--- src/usbrg_pkg.sv ---
// constants and types for the serial baud rate generator
package usbrg_pkg;
    // clock_source_select encodings
    localparam logic [1:0] USBRG_SRC_MCK = 2'h0;
    localparam logic [1:0] USBRG_SRC_DIV = 2'h1;
    localparam logic [1:0] USBRG_SRC_EXT = 2'h3;
    // master clock predivider factor
    localparam int USBRG_PREDIV = 8;
    localparam logic [2:0] USBRG_PREDIV_LAST = 3'(USBRG_PREDIV - 1);
    localparam int USBRG_CD_W = 16;
    localparam int USBRG_FP_W = 3;
    localparam logic [USBRG_CD_W-1:0] USBRG_CD_OFF = 16'h0000;
    localparam logic [USBRG_CD_W-1:0] USBRG_CD_BYPASS = 16'h0001;
    localparam logic [USBRG_CD_W-1:0] USBRG_CD_ONE = 16'h0001;
    // oversampling divisions: sixteen or eight samples per bit
    localparam logic [3:0] USBRG_OVS16_LAST = 4'hf;
    localparam logic [3:0] USBRG_OVS8_LAST = 4'h7;
    // sampling count at which the asynchronous bit clock level rises
    localparam logic [3:0] USBRG_OVS16_MID = 4'h7;
    localparam logic [3:0] USBRG_OVS8_MID = 4'h3;
    // channel mode values for normal, hardware handshake and modem operation
    localparam logic [3:0] USBRG_MODE_NORMAL = 4'h0;
    localparam logic [3:0] USBRG_MODE_HWHS = 4'h2;
    localparam logic [3:0] USBRG_MODE_MODEM = 4'h3;
    localparam logic [USBRG_FP_W-1:0] USBRG_FP_ZERO = 3'h0;
    // idle level of the active low pin synchronisers
    localparam logic [2:0] USBRG_SYNC3_IDLE = 3'h7;
    localparam logic [1:0] USBRG_SYNC2_IDLE = 2'h3;

    typedef enum logic [1:0] {USBRG_TOGGLE_LOW, USBRG_TOGGLE_HIGH} usbrg_phase_t;

    typedef struct packed {
        logic [2:0] prediv_cnt;
        logic [2:0] sck_sync;
        logic [USBRG_CD_W-1:0] div_cnt;
        logic [USBRG_FP_W-1:0] frac_acc;
        logic extra_cycle;
        logic [3:0] ovs_cnt;
        logic sample_tick;
        logic baud_tick;
        logic baud_clk;
        usbrg_phase_t phase;
        logic [2:0] cts_sync;
        logic [1:0] ri_sync;
        logic [1:0] dsr_sync;
        logic [1:0] dcd_sync;
        logic rts_n;
        logic dtr_n;
        logic ri_flag;
        logic dsr_flag;
        logic dcd_flag;
        logic cts_flag;
        logic tx_ok;
    } usbrg_state_t;
endpackage

--- src/usbrg_top.sv ---
// baud rate generator with source select, fractional divide and modem pins
`timescale 1ns/10ps
module usbrg_top (
    input wire logic clk_sys, // master clock
    input wire logic reset, // synchronous reset, active high
    input wire logic clk_en, // peripheral clock enable, freezes state when low
    input wire logic [1:0] clock_source_select, // source select field
    input wire logic sync_mode, // one selects synchronous mode
    input wire logic over, // oversampling select
    input wire logic [3:0] channel_mode, // channel operating mode
    input wire logic [usbrg_pkg::USBRG_CD_W-1:0] clock_divisor, // integer divisor
    input wire logic [usbrg_pkg::USBRG_FP_W-1:0] fractional_part, // eighths
    input wire logic sck_in, // serial clock pin input
    input wire logic rx_ready, // receiver can accept data, steers request-to-send
    input wire logic dtr_assert, // software request for terminal ready
    input wire logic modem_present, // instance carries modem pins
    input wire logic ring_indicator_in_n, // ring indicator, active low
    input wire logic dsr_in_n, // data set ready, active low
    input wire logic carrier_detect_in_n, // carrier detect, active low
    input wire logic cts_in_n, // clear to send, active low
    output logic sample_tick, // one pulse per oversampling clock
    output logic baud_tick, // one pulse per bit period
    output logic baud_clk, // synchronous serial clock level
    output logic tx_allowed, // clear-to-send permits transmission
    output logic rts_out_n, // request to send, active low
    output logic dtr_out_n, // terminal ready, active low
    output logic ring_flag, // ring seen
    output logic dsr_flag, // data set ready seen
    output logic carrier_flag, // carrier seen
    output logic cts_flag // clear to send seen
);
    import usbrg_pkg::*;

    usbrg_state_t st;
    usbrg_state_t next_st;
    logic src_tick;
    logic div_tick;
    logic frac_on;
    logic [USBRG_CD_W-1:0] period_last;
    logic [USBRG_CD_W-1:0] half_last;
    logic [USBRG_FP_W:0] acc_sum;
    logic hwhs;
    logic [3:0] ovs_last;
    logic [3:0] ovs_mid;

    // ==========================================================
    // combinational next state
    always_comb begin
        next_st = st;

        // ==========================================================
        // pin synchronisers
        // only the last stage of each chain is read by logic, except sck, whose last two stages form the edge detect
        next_st.sck_sync = {st.sck_sync[1:0], sck_in};
        next_st.cts_sync = {st.cts_sync[1:0], cts_in_n};
        next_st.ri_sync = {st.ri_sync[0], ring_indicator_in_n};
        next_st.dsr_sync = {st.dsr_sync[0], dsr_in_n};
        next_st.dcd_sync = {st.dcd_sync[0], carrier_detect_in_n};

        // ==========================================================
        // source clock
        // source clock select
        next_st.prediv_cnt = (st.prediv_cnt == USBRG_PREDIV_LAST) ? '0 : st.prediv_cnt + 3'h1;
        case (clock_source_select)
            USBRG_SRC_MCK: src_tick = 1'b1;
            USBRG_SRC_DIV: src_tick = (st.prediv_cnt == USBRG_PREDIV_LAST);
            // rising edge taken from the synchronised pin, never the raw pin
            USBRG_SRC_EXT: src_tick = st.sck_sync[1] & ~st.sck_sync[2];
            default: src_tick = 1'b1;
        endcase

        // ==========================================================
        // fractional accumulator
        // fraction only in normal mode, async only
        frac_on = (fractional_part != USBRG_FP_ZERO) && (channel_mode == USBRG_MODE_NORMAL)
            && !sync_mode;
        // stretch period by one when accumulator overflows
        acc_sum = {1'b0, st.frac_acc} + {1'b0, fractional_part};
        // the carry lengthens the period that follows, so any eight periods hold all carries
        period_last = clock_divisor - USBRG_CD_ONE + USBRG_CD_W'(st.extra_cycle);
        half_last = (clock_divisor >> 1) - USBRG_CD_ONE;
        ovs_last = over ? USBRG_OVS8_LAST : USBRG_OVS16_LAST;
        ovs_mid = over ? USBRG_OVS8_MID : USBRG_OVS16_MID;

        // ==========================================================
        // integer divider
        div_tick = 1'b0;
        next_st.sample_tick = 1'b0;
        next_st.baud_tick = 1'b0;
        if (clock_divisor == USBRG_CD_OFF) begin
            next_st.div_cnt = '0;
            next_st.ovs_cnt = '0;
            next_st.baud_clk = 1'b0;
            next_st.phase = USBRG_TOGGLE_LOW;
        end else if (sync_mode && clock_source_select == USBRG_SRC_EXT) begin
            // external clock undivided in synchronous mode
            next_st.baud_tick = src_tick;
            next_st.baud_clk = st.sck_sync[2];
        end else if (src_tick) begin
            if (clock_divisor == USBRG_CD_BYPASS) begin
                div_tick = 1'b1;
            end else if (st.div_cnt >= period_last) begin
                div_tick = 1'b1;
                next_st.div_cnt = '0;
            end else begin
                next_st.div_cnt = st.div_cnt + USBRG_CD_ONE;
            end
            if (div_tick) begin
                next_st.frac_acc = frac_on ? acc_sum[USBRG_FP_W-1:0] : USBRG_FP_ZERO;
                next_st.extra_cycle = frac_on & acc_sum[USBRG_FP_W];
            end
            if (sync_mode) begin
                // bit clock toggles mid period
                // odd divisors above one stay high one source tick longer: one edge cannot split a tick
                next_st.baud_tick = div_tick;
                case (st.phase)
                    USBRG_TOGGLE_LOW: begin
                        if (!div_tick && clock_divisor > USBRG_CD_BYPASS
                            && st.div_cnt == half_last) begin
                            next_st.baud_clk = 1'b1;
                            next_st.phase = USBRG_TOGGLE_HIGH;
                        end else if (div_tick) begin
                            next_st.baud_clk = 1'b0;
                        end
                    end
                    USBRG_TOGGLE_HIGH: begin
                        if (div_tick) begin
                            next_st.baud_clk = 1'b0;
                            next_st.phase = USBRG_TOGGLE_LOW;
                        end
                    end
                    default: begin
                        next_st.baud_clk = 1'b0;
                        next_st.phase = USBRG_TOGGLE_LOW;
                    end
                endcase
            end else if (div_tick) begin
                // sampling clock then divide by sixteen or eight
                next_st.sample_tick = 1'b1;
                if (st.ovs_cnt >= ovs_last) begin
                    next_st.ovs_cnt = '0;
                    next_st.baud_tick = 1'b1;
                    next_st.baud_clk = 1'b0;
                end else begin
                    next_st.ovs_cnt = st.ovs_cnt + 4'h1;
                    if (st.ovs_cnt == ovs_mid) begin
                        next_st.baud_clk = 1'b1;
                    end
                end
            end
        end

        // ==========================================================
        // modem and handshake pins
        // request-to-send from receiver readiness
        hwhs = (channel_mode == USBRG_MODE_HWHS);
        next_st.rts_n = hwhs ? ~rx_ready : 1'b1;
        // absent modem pins inert, all active low
        next_st.dtr_n = (modem_present && channel_mode == USBRG_MODE_MODEM) ? ~dtr_assert : 1'b1;
        next_st.ri_flag = modem_present & ~st.ri_sync[1];
        next_st.dsr_flag = modem_present & ~st.dsr_sync[1];
        next_st.dcd_flag = modem_present & ~st.dcd_sync[1];
        next_st.cts_flag = ~st.cts_sync[2];
        next_st.tx_ok = ~hwhs | ~st.cts_sync[2];
    end

    // ==========================================================
    // state register
    // clock stop freezes state
    always_ff @(posedge clk_sys) begin
        if (reset) begin
            st <= '0;
            st.rts_n <= 1'b1;
            st.dtr_n <= 1'b1;
            // active low pins rest high, so no false flag follows reset
            st.cts_sync <= USBRG_SYNC3_IDLE;
            st.ri_sync <= USBRG_SYNC2_IDLE;
            st.dsr_sync <= USBRG_SYNC2_IDLE;
            st.dcd_sync <= USBRG_SYNC2_IDLE;
        end else if (clk_en) begin
            st <= next_st;
        end
    end

    // ==========================================================
    // outputs, each straight from the state register
    assign sample_tick = st.sample_tick;
    assign baud_tick = st.baud_tick;
    assign baud_clk = st.baud_clk;

    assign tx_allowed = st.tx_ok;
    assign rts_out_n = st.rts_n;
    assign dtr_out_n = st.dtr_n;
    assign ring_flag = st.ri_flag;
    assign dsr_flag = st.dsr_flag;
    assign carrier_flag = st.dcd_flag;
    assign cts_flag = st.cts_flag;
endmodule

--- config.mk ---
export PLATFORM = sky130hd
export DESIGN_NAME = usbrg_top
export DESIGN_NICKNAME = d
export VERILOG_FILES = /design/src/usbrg_pkg.sv /design/src/usbrg_top.sv
export SDC_FILE = /design/constraint.sdc
export NUM_CORES = 1
export LEC_CHECK = 0
export BUFFER_PORTS_ARGS = -buffer_cell sky130_fd_sc_hd__buf_2
export CAP_MARGIN = 20
export CELL_PAD_IN_SITES_DETAIL_PLACEMENT = 1
export CELL_PAD_IN_SITES_GLOBAL_PLACEMENT = 1
export CORE_MARGIN = 1.5
export CORE_UTILIZATION = 47
export DETAILED_ROUTE_END_ITERATION = 7
export HOLD_SLACK_MARGIN = 0.08
export PLACE_DENSITY = 0.95
export SYNTH_ARGS = -nofsm -noshare
export SYNTH_HDL_FRONTEND = slang
export SYNTH_SLANG_ARGS = --single-unit
--- constraint.sdc ---
create_clock -name clk_sys -period 10.95 [get_ports clk_sys]
set_input_delay 2.19 -clock clk_sys [delete_from_list [all_inputs] [get_ports clk_sys]]
set_output_delay 2.19 -clock clk_sys [all_outputs]
set_load 0.1 [all_outputs]
After elaboration in Yosys (flattened, before gate mapping)
Cells that the tools add are included.
- register bits after elaboration: 51
- input bits: 38
- output and inout bits: 10
- word-level logic and storage cells: 122
- add/subtract/negate cells: 7
- magnitude comparators: 3
- equal/unequal tests: 16
- multiplexer cells: 36
- bitwise operators: 16
- reductions and logical operators: 23
- operators with widths (operator ; count):
    two-way mux 16 bit ; 3
    two-way mux 29 bit ; 1
    two-way mux 25 bit ; 1
    adder 16 x 1 -> 16 bit ; 1
    adder 16 x 1 -> 16 bit (second input constant) ; 1
    equality test 16 x 1 -> 1 bit (second input constant) ; 1
    equality test 16 bit ; 1
    >= comparator 16 bit ; 1
    greater-than comparator 16 x 1 -> 1 bit (second input constant) ; 1
    zero test 16 bit ; 1
    two-way mux 4 bit ; 4
    subtractor 15 x 1 -> 16 bit (second input constant) ; 1
    subtractor 16 x 1 -> 16 bit (second input constant) ; 1
    two-way mux 3 bit ; 5
    two-way mux 1 bit ; 12
    two-way mux 2 bit ; 6
    AND reduction 6 bit ; 2
    NOT 1 bit ; 10
    AND reduction 5 bit ; 2
    equality test 4 x 2 -> 1 bit (second input constant) ; 2
    two-way mux 7 bit ; 1
    logical AND 1 bit ; 6
    != test 3 bit (second input constant) ; 2
    one-hot mux 3 bit (2 select lines) ; 1
    other kinds (24) ; 34

Depth between registers and ports, before layout
- depth in word-level cells: 17
- gate-level depth with buffers: 17
- mapped depth without buffers: 15

Worst setup path after synthesis
OpenSTA, ideal clock, no wires.
- path type: in2reg
- from: input clock_divisor[1] (netlist bit)
- to: register st[25] (netlist bit)
- library setup time: 0.128 ns
- arrival time: 5.219 ns
- required time: 10.822 ns
- path slack: 5.604 ns
- stages: 17
- path buffers: 3
- cells stage by stage: clkbuf_1 > inv_1 > ha_1 > clkbuf_1 > o21ai_1 > nor3_1 > nand2_1 > xor2_1 > ha_1 > nand4_1 > nor4_1 > a32oi_1 > nand3_1 > and4_1 > clkbuf_1 > mux2i_1 > nor2_1
- longest elaborated chain between the ends: 9
- elaborated cells between the ends (all ways): 12
- classes of those cells: 2 x add/sub; 1 x order compare; 1 x eq/ne; 5 x mux; 1 x bitwise; 2 x reduce/logical
- ends and longest elaborated chain (element ; RTL line ; RTL):
    start: declaration ; usbrg_top.sv:11 ; input wire logic [usbrg_pkg::USBRG_CD_W-1:0] clock_divisor,
    subtractor 16 x 1 -> 16 bit ; usbrg_top.sv:80 ; period_last = clock_divisor - USBRG_CD_ONE + USBRG_CD_W'(st.extra_cycle);
    adder 16 x 1 -> 16 bit ; usbrg_top.sv:80 ;
    >= comparator 16 bit ; usbrg_top.sv:102 ; end else if (st.div_cnt >= period_last) begin
    two-way mux 1 bit ; usbrg_top.sv:102 ;
    two-way mux 1 bit ; usbrg_top.sv:100 ; if (clock_divisor == USBRG_CD_BYPASS) begin
    two-way mux 1 bit ; usbrg_top.sv:99 ; end else if (src_tick) begin
    two-way mux 1 bit ; usbrg_top.sv:95 ; end else if (sync_mode && clock_source_select == USBRG_SRC_EXT) begin
    two-way mux 1 bit ; usbrg_top.sv:90 ; if (clock_divisor == USBRG_CD_OFF) begin
    AND reduction 5 bit (no source line) * ; n/a ;
    end signal: assignment ; usbrg_top.sv:181 ; st <= next_st;
    end: declaration ; usbrg_top.sv:34 ; usbrg_state_t st;
Mark *: on every way between the ends. The rest lies on a longest branch, timed or not. The select of a mux whose other input is x is not followed.
A chain may end at the register's enable or synchronous reset.

Worst setup path in the final report
- from: input clock_divisor[3] (netlist bit)
- to: register st[31] (netlist bit)
- longest elaborated chain between the ends: 8
- elaborated cells between the ends (all ways): 14
- classes of those cells: 2 x add/sub; 1 x order compare; 3 x eq/ne; 5 x mux; 3 x reduce/logical
- ends and longest elaborated chain (element ; RTL line):
    subtractor 16 x 1 -> 16 bit ; usbrg_top.sv:80
    adder 16 x 1 -> 16 bit ; usbrg_top.sv:80
    >= comparator 16 bit ; usbrg_top.sv:102
    two-way mux 16 bit ; usbrg_top.sv:102
    two-way mux 16 bit ; usbrg_top.sv:100
    two-way mux 29 bit ; usbrg_top.sv:99
    two-way mux 25 bit ; usbrg_top.sv:95
    two-way mux 16 bit ; usbrg_top.sv:90
Parallel ways exist; a longest one is shown, timed or not. The select of a mux whose other input is x is not followed.

==> reports/metrics.csv <==
stage;metric;value;unit
status;status;finished, final reports clean;
worst_hold_path;min_from;dsr_flag;
worst_hold_path;worstHoldPathType;flop to flop;
cells_and_area;design_area;3964;µm²
floorplan;dieArea;8177;µm²
timing;max_freq;173.6;MHz
clock_tree;cts_tree;yes;
cells_and_area;nNetsFinal;546;
detailed_routing;ant_nets;0;
logic_synthesis;synth.distinct_cells;52;
placed_design;placed_area;3866;µm²
logic_synthesis;synth_edf_count;0;
cells_and_area;drive_gt1_share;13.33;%
floorplan;rows;31;
timing;rsz0062_at_grt;no;
detailed_routing;via_per_inst;5.931;
logic_synthesis;async_flop_share;0;%
placed_design;gp_congestion;0.9305;
cells_and_area;largest_reg_flops;33;
grt;grt_max_degree;33;
logic_synthesis;synthesis.area;3592;µm²
logic_synthesis;synthTopCellsByArea;dfxtp_1 (28%), ha_1 (9.8%), xnor2_1 (6.3%), nor2_1 (5.7%), xor2_1 (5.6%);
cells_and_area;antennaDiodeCount;0;
logic_synthesis;synth_top_area_cell;dfxtp_1;
grt;grt_pass1_vias;3554;
cells_and_area;mostFrequentLayoutCell;nor2_1;
clock_tree;cts-root-buf;clkbuf_8;
placed_design;dpl.hpwl;7.931;mm
logic_synthesis;seq_area_frac_synth;27.86;%
clock_tree;cts_max_level;2;
floorplan;die_x;90.43;µm
clock_tree;clock-sinks;50;
timing;worst_slew_pin_slew;0.7535;ns
worst_setup_path;crit_required;11.13;ns
pwr;p_per_area;93.89;nW/µm²
grt;overflow;0;
worst_setup_path;startpoint_type;input port;
logic_synthesis;avgSynthCellArea;8.036;µm²
timing;skew;0.008111;ns
timing;setup_viol;0;
timing;maxSlewHeadroom;49.30;%
worst_setup_path;crit_type;input port to flop;
timing;fin_tns_setup;0;ns
worst_setup_path;crit_path_start;clock_divisor[3];
detailed_routing;drt-total-wl;10.21;mm
worst_setup_path;critPathArrivalTime;5.94;ns
detailed_routing;num_vias;3434;
timing;post-route-period-util;52.59;%
worst_setup_path;endpoint_kind;flop;
timing;slew_viol_final;0;
logic_synthesis;synth_seq_cells;50;
detailed_routing;drt-pass1-iter-count;4;
cells_and_area;top_register;st;
cells_and_area;area_growth;10.34;%
floorplan;io_pins;48;
clock_tree;cts_setup_buffers;0;
clock_tree;cts_inserted_buffers;5;
clock_tree;cts_resized;0;
floorplan;core;7331;µm²
grt;antenna_found_initial;0;
job;cap_violations;0;
timing;period_needed;5.759;ns
pwr;leakage;1.588;nW
clock_tree;clk-insertion-delay-late;0.32;ns
logic_synthesis;synthFlopType;dfxtp_1;
cells_and_area;final_cell_mix;nor2_1 (55), dfxtp_1 (50), buf_2 (47);
clock_tree;clk_pin_slew;0.10;ns
cells_and_area;multi_input_area;2450;µm²
placed_design;numPortBuffers;47;
grt;grt_pass1_wl;17.08;mm
clock_tree;hold_buffers;0;
floorplan;initial_core_util;49.00;%
logic_synthesis;synthesis.yosys.warnings;0;
logic_synthesis;synth.top_cell.area_share;27.86;%
logic_synthesis;syn_nets;514;
floorplan;die_y;90.43;µm
worst_setup_path;crit_fanout;16;
detailed_routing;wire_per_inst;17.64;µm
cells_and_area;seqCellArea;1001;µm²
grt;grt_util_all_layers;25.66;%
clock_tree;clk_path_buf_depth;2;
pwr;ir_worst_vdd;100.8;µV
detailed_routing;drtIter0Drc;140;
cells_and_area;nFillCells;924;
timing;hold_viol;0;
worst_setup_path;r2r_start;st[25];
detailed_routing;drc;0;
logic_synthesis;netlist_instances;447;
## path summary, 6_finish.rpt
path,endpoint,slack [ns],cells past startpoint
min reg2reg,dsr_flag,0.47,2
max,st[31],5.19,14
min,dsr_flag,0.47,2
max reg2reg,st[31],7.32,14
## per-layer routing
| layer | track usage (%) | vias to the layer above | share of wire, % |
|---|---|---|---|
| met5 | 0 | - | 0 |
| li1 | - | 1652 | - |
| met1 | 29.67 | 1683 | 43 |
| met2 | 47.47 | 74 | 51 |
| met4 | 8.862 | 0 | 2.4 |
| met3 | 4.125 | 25 | 3.5 |
## critical path, cell delays in order
cell and delay (ns):
buf_2 0.17, nor4_1 0.65, nand2b_1 0.27, nor3_1 0.36
nand2_1 0.11, xor2_1 0.16, ha_1 0.31, nand4_1 0.18
nor4_1 0.30, a32oi_1 0.19, nand2_1 0.21, nor2_1 0.10
o21ai_2 0.60, nor2_1 0.14
## logic make-up (layout without fill, tap and decap cells)
family	after synthesis	after routing	synth area share, %
buffers and inverters	37	70	3.936
flip-flops	50	50	27.86
adder cells (fa/ha/maj)	29	29	10.31
multiplexers	22	22	6.200
AND/OR/NAND/NOR	189	189	26.65
XOR/XNOR	49	49	11.95
AO/OA/AOI/OAI	71	71	13.10
## synth_stat cells, types with 2 or more instances
cell type / instances
o211ai_1: 2
nor2_1: 55
clkbuf_1: 20
o21ai_0: 15
a21oi_1: 21
o2111ai_1: 2
nand3_1: 18
or4_1: 4
o21ai_2: 2
o311ai_0: 2
mux2i_1: 20
nor4_1: 8
xor2_1: 23
a31oi_1: 4
a32oi_1: 3
dfxtp_1: 50
a211oi_1: 3
buf_2: 2
and2_1: 5
inv_1: 15
ha_1: 28
or3_1: 6
mux2_2: 2
nand2b_1: 6
a311oi_1: 2
nand2_1: 39
a22oi_1: 2
nor3_1: 15
and3_1: 6
nand3b_1: 5
and4_1: 6
nand4_1: 10
xnor2_1: 26
o22ai_1: 2
## cell type report
| type | count | area share [%] |
|---|---|---|
| clock buffers | 5 | 1.736 |
| clock inverters | 3 | 0.7260 |
| inverters | 15 | 1.420 |
| multi-input cells | 360 | 61.81 |
| flip-flops and latches | 50 | 25.25 |
| well taps | 99 | 3.125 |
| repair buffers | 47 | 5.934 |
## power breakdown
part | switching (W) | internal [W] | leakage, nW | total [W]
Clock | 0.0000707 | 0.0000479 | 0.0506 | 0.000119
Sequential | 0.00000247 | 0.000185 | 0.406 | 0.000188
Combinational | 0.0000426 | 0.0000231 | 1.13 | 0.0000657
## metrics by stage
step                hold slack (ns)  utilization [%]  setup WS, ns  total power [W]  instances
detailed placement           0.4562            52.74         4.986        0.0002569        571
finish                       0.4701            54.07         5.191        0.0003721        579
global route                 0.4881            54.07         4.974        0.0003892        579
floorplan                    0.4310                -         5.604        0.0002344        447
global placement             0.4462            52.74         5.313        0.0002528        571
CTS                          0.4727            54.07         5.279        0.0003736        579
Power figures use the tool's default switching activity.
